File: config.mk
export PLATFORM = sky130hd
export DESIGN_NAME = tfr_temperature_fault_response
export DESIGN_NICKNAME = d
export VERILOG_FILES = /design/src/rtl/tfr_pkg.sv /design/src/rtl/tfr_temperature_fault_response.sv
export VERILOG_INCLUDE_DIRS = /design/src /design/src/rtl
export SDC_FILE = /design/constraint.sdc
export NUM_CORES = 1
export LEC_CHECK = 0
export BUFFER_PORTS_ARGS = -buffer_cell sky130_fd_sc_hd__buf_2
export CORE_MARGIN = 2
export CORE_UTILIZATION = 65
export DETAILED_ROUTE_END_ITERATION = 8
export PLACE_DENSITY = 0.86
export SLEW_MARGIN = 5
export SYNTH_ARGS = -nofsm -noshare
export SYNTH_HDL_FRONTEND = slang
export SYNTH_SLANG_ARGS = --single-unit
File: constraint.sdc
create_clock -name i_clk -period 6.3 [get_ports i_clk]
set_input_delay 0.315 -clock i_clk [delete_from_list [all_inputs] [get_ports i_clk]]
set_output_delay 0.315 -clock i_clk [all_outputs]
set_load 0.02 [all_outputs]
File: src/rtl/tfr_regs.svh
// Command codes, field positions, reset values and retry codes of the temperature supervisor
`ifndef TFR_REGS_SVH
`define TFR_REGS_SVH
`define TFR_CMD_OT_FAULT_THR   8'h4f
`define TFR_CMD_OT_ACTION      8'h50
`define TFR_CMD_OT_WARN_THR    8'h51
`define TFR_CMD_UT_WARN_THR    8'h52
`define TFR_CMD_TIME_UNIT      8'hd2
`define TFR_RESP_HI            7
`define TFR_RESP_LO            6
`define TFR_RETRY_HI           5
`define TFR_RETRY_LO           3
`define TFR_DELAY_HI           2
`define TFR_DELAY_LO           0
`define TFR_RST_OT_FAULT_THR   16'h0000
`define TFR_RST_OT_ACTION      8'h00
`define TFR_RST_OT_WARN_THR    16'h0000
`define TFR_RST_UT_WARN_THR    16'h0000
`define TFR_RST_TIME_UNIT      16'h0001
`define TFR_RETRY_NONE         3'h0
`define TFR_RETRY_FOREVER      3'h7
`endif

File: src/rtl/tfr_pkg.sv
// Types shared by the temperature fault response block
package tfr_pkg;
  typedef enum logic [1:0] {
    TFR_RESP_IGNORE  = 2'b00,
    TFR_RESP_DELAYED = 2'b01,
    TFR_RESP_RETRY   = 2'b10,
    TFR_RESP_RESUME  = 2'b11
  } tfr_resp_type;

  typedef enum logic [2:0] {
    TFR_ST_RUN     = 3'b000,
    TFR_ST_GRACE   = 3'b001,
    TFR_ST_WAIT    = 3'b010,
    TFR_ST_RESTART = 3'b011,
    TFR_ST_LATCHED = 3'b100,
    TFR_ST_HOLD    = 3'b101
  } tfr_state_type;
endpackage

File: src/rtl/tfr_temperature_fault_response.sv
// Over- and under-temperature supervision with programmable fault response
`timescale 1ns/1ps
`include "tfr_regs.svh"
module tfr_temperature_fault_response (
  input  wire logic                 i_clk,
  input  wire logic                 i_rst,
  input  wire logic                 i_wr_en,
  input  wire logic                 i_rd_en,
  input  wire logic [7:0]           i_cmd,
  input  wire logic [15:0]          i_wr_data,
  input  wire logic signed [15:0]   i_temperature,
  input  wire logic                 i_temp_valid,
  input  wire logic                 i_output_on_cmd,
  input  wire logic                 i_fault_clear,
  input  wire logic                 i_other_fault,
  output logic [15:0]               o_rd_data,
  output logic                      o_rd_valid,
  output logic                      o_output_enable,
  output logic                      o_overtemp_fault,
  output logic                      o_overtemp_warning,
  output logic                      o_undertemp_warning,
  output logic                      o_fault_latched
);
  import tfr_pkg::*;

  // ----------------------------------------------------------------
  // Register file
  // ----------------------------------------------------------------
  logic [15:0] overtemp_fault_threshold;
  logic [7:0]  overtemp_fault_action;
  logic [15:0] overtemp_warning_threshold;
  logic [15:0] undertemp_warning_threshold;
  logic [15:0] delay_time_unit;
  logic [15:0] next_overtemp_fault_threshold;
  logic [7:0]  next_overtemp_fault_action;
  logic [15:0] next_overtemp_warning_threshold;
  logic [15:0] next_undertemp_warning_threshold;
  logic [15:0] next_delay_time_unit;
  logic [15:0] next_rd_data;
  logic        next_rd_valid;

  always_comb begin
    next_overtemp_fault_threshold    = overtemp_fault_threshold;
    next_overtemp_fault_action       = overtemp_fault_action;
    next_overtemp_warning_threshold  = overtemp_warning_threshold;
    next_undertemp_warning_threshold = undertemp_warning_threshold;
    next_delay_time_unit             = delay_time_unit;
    if (i_wr_en) begin
      unique case (i_cmd)
        `TFR_CMD_OT_FAULT_THR: next_overtemp_fault_threshold = i_wr_data;
        `TFR_CMD_OT_ACTION:    next_overtemp_fault_action = i_wr_data[7:0];
        `TFR_CMD_OT_WARN_THR:  next_overtemp_warning_threshold = i_wr_data;
        `TFR_CMD_UT_WARN_THR:  next_undertemp_warning_threshold = i_wr_data;
        `TFR_CMD_TIME_UNIT:    next_delay_time_unit = i_wr_data;
        default: begin
        end
      endcase
    end
    next_rd_valid = i_rd_en;
    next_rd_data  = 16'h0000;
    if (i_rd_en) begin
      unique case (i_cmd)
        `TFR_CMD_OT_FAULT_THR: next_rd_data = overtemp_fault_threshold;
        `TFR_CMD_OT_ACTION:    next_rd_data = {8'h00, overtemp_fault_action};
        `TFR_CMD_OT_WARN_THR:  next_rd_data = overtemp_warning_threshold;
        `TFR_CMD_UT_WARN_THR:  next_rd_data = undertemp_warning_threshold;
        `TFR_CMD_TIME_UNIT:    next_rd_data = delay_time_unit;
        default:               next_rd_data = 16'h0000;
      endcase
    end
  end

  always_ff @(posedge i_clk) begin
    if (i_rst) begin
      overtemp_fault_threshold    <= `TFR_RST_OT_FAULT_THR;
      overtemp_fault_action       <= `TFR_RST_OT_ACTION;
      overtemp_warning_threshold  <= `TFR_RST_OT_WARN_THR;
      undertemp_warning_threshold <= `TFR_RST_UT_WARN_THR;
      delay_time_unit             <= `TFR_RST_TIME_UNIT;
      o_rd_data                   <= 16'h0000;
      o_rd_valid                  <= 1'b0;
    end else begin
      overtemp_fault_threshold    <= next_overtemp_fault_threshold;
      overtemp_fault_action       <= next_overtemp_fault_action;
      overtemp_warning_threshold  <= next_overtemp_warning_threshold;
      undertemp_warning_threshold <= next_undertemp_warning_threshold;
      delay_time_unit             <= next_delay_time_unit;
      o_rd_data                   <= next_rd_data;
      o_rd_valid                  <= next_rd_valid;
    end
  end

  // ----------------------------------------------------------------
  // Threshold comparison
  // ----------------------------------------------------------------
  logic next_ot_fault;
  logic next_ot_warn;
  logic next_ut_warn;

  // Thresholds are compared as signed raw readings in the same format as the sensor
  always_comb begin
    next_ot_fault = o_overtemp_fault;
    next_ot_warn  = o_overtemp_warning;
    next_ut_warn  = o_undertemp_warning;
    if (i_temp_valid) begin
      next_ot_fault = i_temperature >= $signed(overtemp_fault_threshold);
      next_ot_warn  = i_temperature >= $signed(overtemp_warning_threshold);
      next_ut_warn  = i_temperature <= $signed(undertemp_warning_threshold);
    end
  end

  always_ff @(posedge i_clk) begin
    if (i_rst) begin
      o_overtemp_fault    <= 1'b0;
      o_overtemp_warning  <= 1'b0;
      o_undertemp_warning <= 1'b0;
    end else begin
      o_overtemp_fault    <= next_ot_fault;
      o_overtemp_warning  <= next_ot_warn;
      o_undertemp_warning <= next_ot_warn ? 1'b0 : next_ut_warn;
    end
  end

  // ----------------------------------------------------------------
  // Fault response sequencer
  // ----------------------------------------------------------------
  tfr_state_type state;
  tfr_state_type next_state;
  logic [22:0]   delay_cnt;
  logic [22:0]   next_delay_cnt;
  logic [2:0]    tries;
  logic [2:0]    next_tries;
  logic          next_output_enable;
  logic          next_fault_latched;
  tfr_resp_type  resp;
  logic [2:0]    retry_set;
  logic [22:0]   delay_cycles;
  logic [22:0]   delay_load;

  assign resp      = tfr_resp_type'(overtemp_fault_action[`TFR_RESP_HI:`TFR_RESP_LO]);
  assign retry_set = overtemp_fault_action[`TFR_RETRY_HI:`TFR_RETRY_LO];
  // Delay code n gives 2**n units of the configured size
  assign delay_cycles = 23'(delay_time_unit) <<
                        overtemp_fault_action[`TFR_DELAY_HI:`TFR_DELAY_LO];
  // Counter acts on reaching zero, so one less is loaded to keep the span exact
  assign delay_load = (delay_cycles != 23'h000000) ? delay_cycles - 23'h000001
                                                   : 23'h000000;

  always_comb begin
    next_state         = state;
    next_delay_cnt     = (delay_cnt != 23'h000000) ? delay_cnt - 23'h000001 : delay_cnt;
    next_tries         = tries;
    next_output_enable = i_output_on_cmd;
    next_fault_latched = 1'b0;
    unique case (state)
      TFR_ST_RUN: begin
        if (o_overtemp_fault) begin
          next_tries = 3'h0;
          unique case (resp)
            TFR_RESP_IGNORE: next_state = TFR_ST_RUN;
            TFR_RESP_DELAYED: begin
              next_state     = TFR_ST_GRACE;
              next_delay_cnt = delay_load;
            end
            TFR_RESP_RETRY: begin
              next_output_enable = 1'b0;
              next_delay_cnt     = delay_load;
              next_state = (retry_set == `TFR_RETRY_NONE) ? TFR_ST_LATCHED : TFR_ST_WAIT;
            end
            TFR_RESP_RESUME: begin
              next_output_enable = 1'b0;
              next_state         = TFR_ST_HOLD;
            end
          endcase
        end
      end
      TFR_ST_GRACE: begin
        if (!o_overtemp_fault) begin
          next_state = TFR_ST_RUN;
        end else if (delay_cnt == 23'h000000) begin
          next_output_enable = 1'b0;
          next_delay_cnt     = delay_load;
          next_state = (retry_set == `TFR_RETRY_NONE) ? TFR_ST_LATCHED : TFR_ST_WAIT;
        end
      end
      TFR_ST_WAIT: begin
        next_output_enable = 1'b0;
        if (!i_output_on_cmd || i_other_fault) begin
          next_state = TFR_ST_LATCHED;
        end else if (delay_cnt == 23'h000000) begin
          // Spacing counts from one attempt start to the next
          next_delay_cnt     = delay_load;
          next_output_enable = 1'b1;
          if (retry_set != `TFR_RETRY_FOREVER) begin
            next_tries = tries + 3'h1;
          end
          next_state = TFR_ST_RESTART;
        end
      end
      TFR_ST_RESTART: begin
        if (o_overtemp_fault || !i_output_on_cmd || i_other_fault) begin
          next_output_enable = 1'b0;
          if (retry_set != `TFR_RETRY_FOREVER && tries >= retry_set) begin
            next_state = TFR_ST_LATCHED;
          end else if (!i_output_on_cmd || i_other_fault) begin
            next_state = TFR_ST_LATCHED;
          end else begin
            next_state = TFR_ST_WAIT;
          end
        end else if (delay_cnt == 23'h000000) begin
          next_state = TFR_ST_RUN;
        end
      end
      TFR_ST_LATCHED: begin
        next_output_enable = 1'b0;
        next_fault_latched = 1'b1;
        if (i_fault_clear) begin
          next_state         = TFR_ST_RUN;
          next_fault_latched = 1'b0;
        end
      end
      TFR_ST_HOLD: begin
        next_output_enable = 1'b0;
        if (!o_overtemp_fault) begin
          next_output_enable = i_output_on_cmd;
          next_state         = TFR_ST_RUN;
        end
      end
      default: begin
        next_output_enable = 1'b0;
        next_state         = TFR_ST_LATCHED;
      end
    endcase
  end

  always_ff @(posedge i_clk) begin
    if (i_rst) begin
      state           <= TFR_ST_RUN;
      delay_cnt       <= 23'h000000;
      tries           <= 3'h0;
      o_output_enable <= 1'b0;
      o_fault_latched <= 1'b0;
    end else begin
      state           <= next_state;
      delay_cnt       <= next_delay_cnt;
      tries           <= next_tries;
      o_output_enable <= next_output_enable;
      o_fault_latched <= next_fault_latched;
    end
  end
endmodule

==> flow_summary_export.csv, run 1 <==
group,metric,value,unit
final_layout,drive_gt1_share,14.7,%
timing,tightest_slew,1260,ps
clock_network,post_cts_buffers,0,
timing,tns,0,ps
power,seq_power_share,37.3,%
floorplanning,num_rows,42,
timing,slew_viol_final,0,
final_layout,final_common_cell,"nand2_1",
timing,max_clock_freq,275,MHz
timing,setup_viol,0,
placement,io_buffers,69,
final_layout,n_fill_cell,1037,
clock_network,clk_pin_slew_worst_paths,50,ps
timing,final_hold_viol_count,0,
synthesis,synth_seq_cells,123,
worst_setup_path,crit_fanout,43,
global_routing,grt.met1_usage,45.3,%
worst_setup_path,critPathMaxStageDelay,680,ps
clock_network,cts_made_buffers,17,
synthesis,syn_area,8650,sq um
floorplanning,coreArea,13100,sq um
global_routing,grt_max_degree,79,
floorplanning,die_x,119,um
synthesis,async_reset_ff_share,0,%
timing,period_share,57.8,%
power,combPwrFrac,22.8,%
placement,place_congestion,0.913,
final_layout,diodes,0,
global_routing,gr-usage-all-layers,34.8,%
clock_network,hold_buffers,0,
power,power_per_cell_area,248,nW/um^2
final_layout,nets,1241,
power,pwr-share-clk,39.9,%
power,power,0.00235,W
synthesis,synth_cells,1107,
clock_network,htreeDepth,4,
synthesis,synth_top_area_share,28.5,%
drt,first_pass_iters,9,
global_routing,antenna_found_initial,0,
clock_network,cts_tree,"yes",
synthesis,yosysWarnings,0,
final_layout,final_cell_mix,"213 x nand2_1, 122 x dfxtp_1, 102 x a21oi_1",
worst_setup_path,cpMaxStageDelayCell,"or2_1",
drt,drc,0,
global_routing,gr-usage-met3,7.85,%
synthesis,synth-seq-area-share,28.5,%
synthesis,synthTopCellsByArea,"dfxtp_1 28%, nand2_1 9.2%, ha_1 8.4%",
synthesis,synth_cell_types,83,
timing,slew-limit-headroom,15.5,%
drt,detail-route-antenna-nets,0,
synthesis,yosys.area.top_type,"dfxtp_1",
run,maxCapViolCount,0,
clock_network,ctsResizeCount,0,
power,p_int,0.00164,W
floorplanning,dieHeight,119,um
clock_network,clockRootBuffer,"clkbuf_16",
power,p_sw_share,30.5,%
synthesis,syn_nets,1213,
synthesis,synth_edf_count,0,
drt,dr.first_iter.drc_count,1122,
worst_setup_path,path_cells,"buf_4 -> inv_1 -> o21ai_0 -> o32ai_2 -> o2111ai_2 -> nor4b_2 -> or2_1 -> o22ai_1",
clock_network,cts_sinks,123,
worst_setup_path,critPathTopFamily,"compound AO/OA/AOI/OAI gates",
final_layout,syn_to_final_growth,9.62,%
clock_network,clk_latency,430,ps
drt,avgViaCountPerCell,6.48,
drt,routed_wl,24.8,mm
floorplanning,start_util,65.8,%
worst_setup_path,path_class,"reg -> reg",
worst_setup_path,cp-end-kind,"register",
power,p_leak,3.41,nW
worst_setup_path,crit_required,6580,ps
synthesis,avgSynthCellArea,7.81,sq um
global_routing,grt_pass1_wl,39.7,mm
power,peakVddDrop,0.000189,V
floorplanning,dieArea,14200,sq um
timing,clock_skew,8.96,ps
power,switchingPower,0.000716,W
status,outcome,"finished, final reports clean",
clock_network,cts_buffer_depth,2,
worst_setup_path,cp_num_buf_inv,2,
synthesis,synth-main-ff-cell,"dfxtp_1",
drt,dr_total_vias,8563,
timing,period_needed,3640,ps
global_routing,met2_usage,56.4,%
worst_setup_path,worstPathArrival,3920,ps
floorplanning,ios,70,
timing,rsz0062_at_grt,"false",
placement,hpwl,17.2,mm
worst_setup_path,start_kind,"register",
min_path,holdCritPathClass,"in -> reg",
global_routing,grt_pass1_vias,7992,
global_routing,grt_overflow,0,
drt,wire_per_inst,18.7,um
global_routing,grt.busiest_layer,"met2",
==> metrics by stage <==
step           setup WS (ps)  utilization, %  std cells  hold slack, ps  instance area [sq um]
3_5_place_dp            2770            68.0       1292             446                   8930
2_1_floorplan           3590               -       1107             392                   8650
3_3_place_gp            2930            68.0       1292             442                   8930
6_report                2660            72.2       1321            75.5                   9480
4_1_cts                 2780            72.2       1321            77.5                   9480
5_1_grt                 2460            72.2       1321            74.9                   9480
==> final timing paths <==
| kind | cells past startpoint | endpoint | slack, ps | startpoint |
|---|---|---|---|---|
| setup / recovery | 8 | delay_cnt[2] | 2660 | overtemp_fault_action[0] |
| setup reg to reg | 8 | delay_cnt[2] | 2660 | overtemp_fault_action[0] |
| hold / removal | 2 | o_fault_latched | 80 | i_fault_clear |
| hold reg to reg | 2 | undertemp_warning_threshold[5] | 460 | undertemp_warning_threshold[5] |
==> power by group through the flow <==
stage | Combinational, W | Clock (W) | Sequential, W
after floorplan | 0.000411 | 0 | 0.000879
after global placement | 0.000508 | 0 | 0.000890
after detailed placement | 0.000523 | 0 | 0.000892
final | 0.000536 | 0.000938 | 0.000878
after global routing | 0.000582 | 0.000969 | 0.000883
after CTS | 0.000528 | 0.000933 | 0.000876
==> synth_stat cells, drive strengths merged (9+ instances only) <==
| cell | instances |
|---|---|
| nand2 | 213 |
| dfxtp | 123 |
| a21oi | 102 |
| inv | 69 |
| nor2 | 63 |
| o21ai | 60 |
| ha | 58 |
| clkbuf | 49 |
| mux2i | 32 |
| nor3 | 26 |
| buf | 19 |
| o22ai | 18 |
| xor2 | 18 |
| a21o | 16 |
| a222oi | 16 |
| mux2 | 14 |
| nand3 | 14 |
| xnor2 | 13 |
| nor4 | 12 |
| o211ai | 11 |
| nand4 | 10 |
| nor2b | 10 |
| o21a | 9 |
==> sequential cells by signal, summed over array words and instances (netlist names) <==
register,count
delay_cnt,23
delay_time_unit,16
o_rd_data,16
overtemp_fault_threshold,16
overtemp_warning_threshold,16
undertemp_warning_threshold,16
overtemp_fault_action,8
state,3
tries,3
o_fault_latched,1
o_output_enable,1
o_overtemp_fault,1
o_overtemp_warning,1
o_rd_valid,1
o_undertemp_warning,1
==> final cells by class <==
cell class | instances | area [sq um] | area share [%]
multi-input combinational | 846 | 5580 | 58.9
sequential | 123 | 2460 | 26.0
clock buffer | 21 | 450 | 4.75
timing repair buffer | 77 | 405 | 4.28
inverter | 70 | 263 | 2.77
tap | 176 | 220 | 2.32
clock inverter | 8 | 97.6 | 1.03
==> per-layer routing <==
metal / up-vias / wire length, um
met5: - / 0
li1: 4005 / -
met3: 85 / 2450
met2: 507 / 11500
met1: 3966 / 10000
met4: 0 / 783
==> cell families (layout without fill, tap and decap cells) <==
group                    count (synthesis)  count (layout)  share of synthesized area, %
AO/OA/AOI/OAI                          292             292                          22.5
XOR/XNOR                                31              31                          3.14
adder cells (fa/ha/maj)                 58              58                          8.39
buffers and inverters                  138             176                          7.12
flip-flops                             123             123                          28.5
multiplexers                            54              54                          7.65
AND/OR/NAND/NOR                        411             411                          22.7
Note: power is estimated with default switching activity, not from simulation.
==> run 2, diff against run 1 <==
Settings changed: CORE_UTILIZATION 65 to 61, PLACE_DENSITY 0.86 to 0.81.
Clock period 6.3 ns to 3.8 ns, I/O delays scaled along.
==> run 2 against run 1 <==
  * Register-to-register slack worse by 2200 ps
  * Die area up 6.3%
  * Count of clock-buffer cells in the layout down 2
  * Clock power up 89%
  * Sequential power up 66%
==> flow_summary_export.csv, run 2 (synthesis results as in run 1) <==
group,metric,value,unit
global_routing,grt_max_degree,77,
floorplanning,ios,70,
drt,routed_wl,25.3,mm
final_layout,n_fill_cell,1104,
clock_network,htreeDepth,4,
worst_setup_path,cpMaxStageDelayCell,"dfxtp_2",
power,p_int,0.00288,W
timing,tightest_slew,851,ps
drt,detail-route-antenna-nets,0,
placement,place_congestion,0.917,
power,pwr-share-clk,42.8,%
floorplanning,coreArea,13900,sq um
final_layout,drive_gt1_share,15.7,%
clock_network,clockRootBuffer,"clkbuf_16",
drt,avgViaCountPerCell,6.39,
timing,whs,39.3,ps
clock_network,cts_buffer_depth,2,
final_layout,final_common_cell,"nand2_1",
run,maxCapViolCount,0,
global_routing,grt_pass1_wl,40.0,mm
floorplanning,die_x,123,um
power,seq_power_share,35.2,%
final_layout,largest_register_ffs,23,
global_routing,grt.busiest_layer,"met2",
timing,final_hold_viol_count,0,
final_layout,diodes,0,
clock_network,clk_pin_slew_worst_paths,60,ps
worst_setup_path,path_class,"reg -> reg",
global_routing,antenna_found_initial,1,
floorplanning,start_util,62.3,%
timing,rsz0062_at_grt,"false",
drt,drc,0,
worst_setup_path,critPathMaxStageDelay,680,ps
global_routing,gr-usage-all-layers,33.9,%
global_routing,grt.met1_usage,44.9,%
timing,fin_ws,479,ps
clock_network,clk_latency,430,ps
placement,dp_cells,1305,
worst_setup_path,start_kind,"register",
floorplanning,num_rows,43,
global_routing,gr-usage-met3,8.44,%
drt,dr_total_vias,8544,
floorplanning,dieHeight,123,um
worst_setup_path,path_cells,"buf_12 -> mux2i_1 -> o21ai_0 -> o32ai_2 -> o2111ai_2 -> nor4b_2 -> or2_1 -> buf_4 -> o22ai_1",
timing,slew_viol_final,0,
final_layout,final-seq-area,2460,sq um
min_path,worstHoldStart,"i_wr_data[9]",
power,switchingPower,0.00125,W
global_routing,grt_pass1_vias,7937,
power,p_sw_share,30.3,%
worst_setup_path,cp-end-kind,"register",
global_routing,grt_overflow,0,
drt,wire_per_inst,18.9,um
timing,period_share,87.4,%
status,outcome,"finished, final reports clean",
worst_setup_path,crit_fanout,28,
min_path,holdCritPathClass,"in -> reg",
drt,dr.first_iter.drc_count,1146,
clock_network,cts_tree,"yes",
timing,period_needed,3320,ps
final_layout,regMostFlops,"delay_cnt",
timing,max_clock_freq,301,MHz
power,combPwrFrac,22.0,%
timing,slew-limit-headroom,43.3,%
power,power_per_cell_area,428,nW/um^2
floorplanning,dieArea,15100,sq um
power,power,0.00413,W
worst_setup_path,crit_required,4090,ps
final_layout,final_cell_mix,"213 x nand2_1, 122 x dfxtp_1, 102 x a21oi_1",
timing,tns,0,ps
clock_network,cts_made_buffers,17,
global_routing,met2_usage,53.1,%
power,p_leak,3.50,nW
final_layout,instances_no_fill,1338,
placement,pre_cts_slack,607,ps
final_layout,multi_input_area,5580,sq um
clock_network,cts_sinks,123,
timing,setup_viol,0,
timing,clock_skew,4.36,ps
worst_setup_path,reg2reg_from,"overtemp_fault_action[1]",
final_layout,nets,1251,
drt,first_pass_iters,9,
placement,io_buffers,69,
worst_setup_path,startpoint,"overtemp_fault_action[1]",
final_layout,syn_to_final_growth,11.7,%
worst_setup_path,worstPathArrival,3610,ps
power,peakVddDrop,0.000381,V
placement,hpwl,17.6,mm
-- run 2: path summary, 6_finish.rpt --
check                              endpoint  slack, ps  cells past startpoint
max                            delay_cnt[4]        480                      9
min reg2reg  undertemp_warning_threshold[2]        460                      2
min                      delay_time_unit[9]         40                      3
max reg2reg                    delay_cnt[4]        480                      9
-- run 2: layout make-up --
cell class	count	share of cell area [%]
Clock buffer	19	4.58
Clock inverter	13	1.98
Inverter	70	2.72
Sequential cell	123	25.5
Timing Repair Buffer	87	5.13
Multi-Input combinational cell	846	57.8
Tap cell	180	2.33
-- run 2: per-stage QoR --
| step | instance area (sq um) | util [%] |
|---|---|---|
| floorplan | 8650 | - |
| finish | 9660 | 69.6 |
| global placement | 9020 | 65.0 |
| detailed placement | 9020 | 65.0 |
| global route | 9660 | 69.6 |
| CTS | 9660 | 69.6 |
-- run 2: power groups by stage --
stage               sequential, W  combinational, W  clock, W
finish                    0.00146          0.000911   0.00177
global route              0.00147          0.000996   0.00181
CTS                       0.00145          0.000896   0.00176
detailed placement        0.00148          0.000889         0
global placement          0.00148          0.000870         0
floorplan                 0.00146          0.000682         0
-- run 2: per-layer routing --
metal  part of all wire (%)  wire length, um  up-vias
met5                  0.051               13        -
met4                    2.7              687        2
met3                     10             2650       68
met2                     46            11700      493
met1                     41            10200     3942
li1                       -                -     4039
-- run 2: worst max-delay path, delay by kind of cell, from the launching register on --
| kind | cells | cell delay, ps |
|---|---|---|
| AOI/OAI and AO/OA | 4 | 960 |
| and+or+nand+nor | 2 | 800 |
| DFF | 1 | 680 |
| buffers and inverters | 2 | 520 |
| muxes | 1 | 230 |
-- run 2: repair_timing --
action | CTS | global route
resized for setup | 0 | 0
hold endpoints to repair | 1 | 0
buffers inserted | 0 | 0
hold buffers | 1 | 0
==> run 3, diff against run 2 <==
Settings changed: CORE_MARGIN 2 to 4.
==> run 3 against run 2 <==
  * Register-to-register slack better by 60 ps
  * Flip-flop and latch count stayed put
  * First-iteration DRC count is 4.2% lower
  * Core utilization is 0.32 points lower
  * Largest cell class unchanged
  * Largest power group unchanged
  * Highest routed layer is now met4
==> flow_summary_export.csv, run 3 (synthesis results as in run 1) <==
group,metric,value,unit
final_layout,drive_gt1_share,15.3,%
timing,slew-limit-headroom,29.7,%
power,peakVddDrop,0.000335,V
drt,detail-route-antenna-nets,0,
worst_setup_path,cp-end-kind,"register",
timing,rsz0062_at_grt,"false",
power,power_per_cell_area,425,nW/um^2
final_layout,largest_register_ffs,23,
drt,drc,0,
global_routing,grt_pass1_vias,8160,
global_routing,gr-usage-all-layers,31.8,%
floorplanning,start_util,62.3,%
clock_network,cts_sinks,123,
floorplanning,ios,70,
timing,slew_viol_final,0,
worst_setup_path,worstPathArrival,3550,ps
final_layout,syn_to_final_growth,11.2,%
drt,dr.first_iter.drc_count,1098,
global_routing,grt_max_degree,77,
timing,clock_skew,8.37,ps
clock_network,clockRootBuffer,"clkbuf_16",
worst_setup_path,start_kind,"register",
placement,place_congestion,0.931,
clock_network,cts_made_buffers,17,
floorplanning,coreArea,13900,sq um
timing,tns,0,ps
clock_network,clk_latency,430,ps
drt,first_pass_iters,8,
floorplanning,num_rows,43,
timing,period_share,85.7,%
run,maxCapViolCount,0,
status,outcome,"finished, final reports clean",
clock_network,ctsResizeCount,0,
worst_setup_path,critPathMaxStageDelay,720,ps
drt,wire_per_inst,19.2,um
worst_setup_path,path_cells,"buf_4 -> mux2i_1 -> o22ai_1 -> o32ai_2 -> o2111ai_2 -> nor4b_2 -> or2_1 -> buf_4 -> o22ai_2",
timing,max_clock_freq,307,MHz
min_path,holdCritPathClass,"in -> reg",
clock_network,cts_buffer_depth,2,
worst_setup_path,crit_required,4090,ps
floorplanning,die_x,127,um
worst_setup_path,cp_num_buf_inv,2,
worst_setup_path,path_class,"reg -> reg",
final_layout,regMostFlops,"delay_cnt",
final_layout,nets,1249,
timing,setup_viol,0,
drt,dr_total_vias,8618,
final_layout,final_cell_mix,"213 x nand2_1, 122 x dfxtp_1, 102 x a21oi_1",
power,p_leak,3.48,nW
drt,avgViaCountPerCell,6.46,
floorplanning,dieArea,16100,sq um
worst_setup_path,critical_path.most_common_cell,"buf_4",
placement,hpwl,18.0,mm
clock_network,cts_tree,"yes",
floorplanning,dieHeight,127,um
worst_setup_path,crit_fanout,26,
worst_setup_path,cpMaxStageDelayCell,"dfxtp_2",
global_routing,grt_overflow,0,
placement,io_buffers,69,
drt,routed_wl,25.6,mm
clock_network,htreeDepth,4,
timing,tightest_slew,1050,ps
timing,whs,36.2,ps
final_layout,final_common_cell,"nand2_1",
clock_network,clk_pin_slew_worst_paths,50,ps
timing,period_needed,3260,ps
timing,final_hold_viol_count,0,
global_routing,grt_pass1_wl,41.2,mm
global_routing,antenna_found_initial,1,
worst_setup_path,critPathTopFamily,"compound AO/OA/AOI/OAI gates",
run 3: final timing paths:
check | start | endpoint | slack (ps) | depth (start not counted)
setup / recovery | overtemp_fault_action[1] | delay_cnt[10] | 540 | 9
hold / removal | i_wr_data[8] | undertemp_warning_threshold[8] | 40 | 3
setup reg to reg | overtemp_fault_action[1] | delay_cnt[10] | 540 | 9
hold reg to reg | undertemp_warning_threshold[4] | undertemp_warning_threshold[4] | 450 | 2
run 3: area by class of cell:
class                           count  area [sq um]
Multi-Input combinational cell    846          5580
Fill cell                        1143          4260
Sequential cell                   123          2460
Clock buffer                       22           474
Timing Repair Buffer               85           468
Inverter                           70           263
Tap cell                          180           225
Clock inverter                      7           140
Antenna cell                        1          2.50
run 3: per-layer routing:
metal	up-vias	GRT usage (%)	routed length [um]
met5	-	0	0
met4	0	12.9	795
met3	79	7.86	2490
met2	476	50.0	11700
met1	4029	42.1	10500
li1	4034	-	-
run 3: where the power goes:
| part | total [W] | leakage [nW] | switching, W | internal [W] |
|---|---|---|---|---|
| Combinational | 0.000901 | 2.19 | 0.000509 | 0.000392 |
| Sequential | 0.00146 | 0.995 | 0.0000909 | 0.00137 |
| Clock | 0.00173 | 0.294 | 0.000590 | 0.00114 |
| Total | 0.00408 | 3.48 | 0.00119 | 0.00289 |
run 3: metrics by stage:
stage | utilization (%) | instance area [sq um] | setup slack [ps] | std cells | total power, W
after CTS | 69.3 | 9610 | 598 | 1333 | 0.00407
after global routing | 69.3 | 9620 | 281 | 1334 | 0.00424
final | 69.3 | 9620 | 542 | 1334 | 0.00408
after global placement | 64.8 | 8990 | 741 | 1303 | 0.00234
after detailed placement | 64.8 | 8990 | 672 | 1303 | 0.00236
after floorplan | - | 8650 | 1090 | 1107 | 0.00214
run 3: timing repair:
action,in CTS,in global routing
buffers inserted,0,0
hold endpoints to repair,1,0
hold buffers,1,0
run 3: worst min-delay path: cells and delay by family:
kind / cells / cell delay, ps
buf+inv: 1 / 120
simple gates: 1 / 50
compound gates: 1 / 50
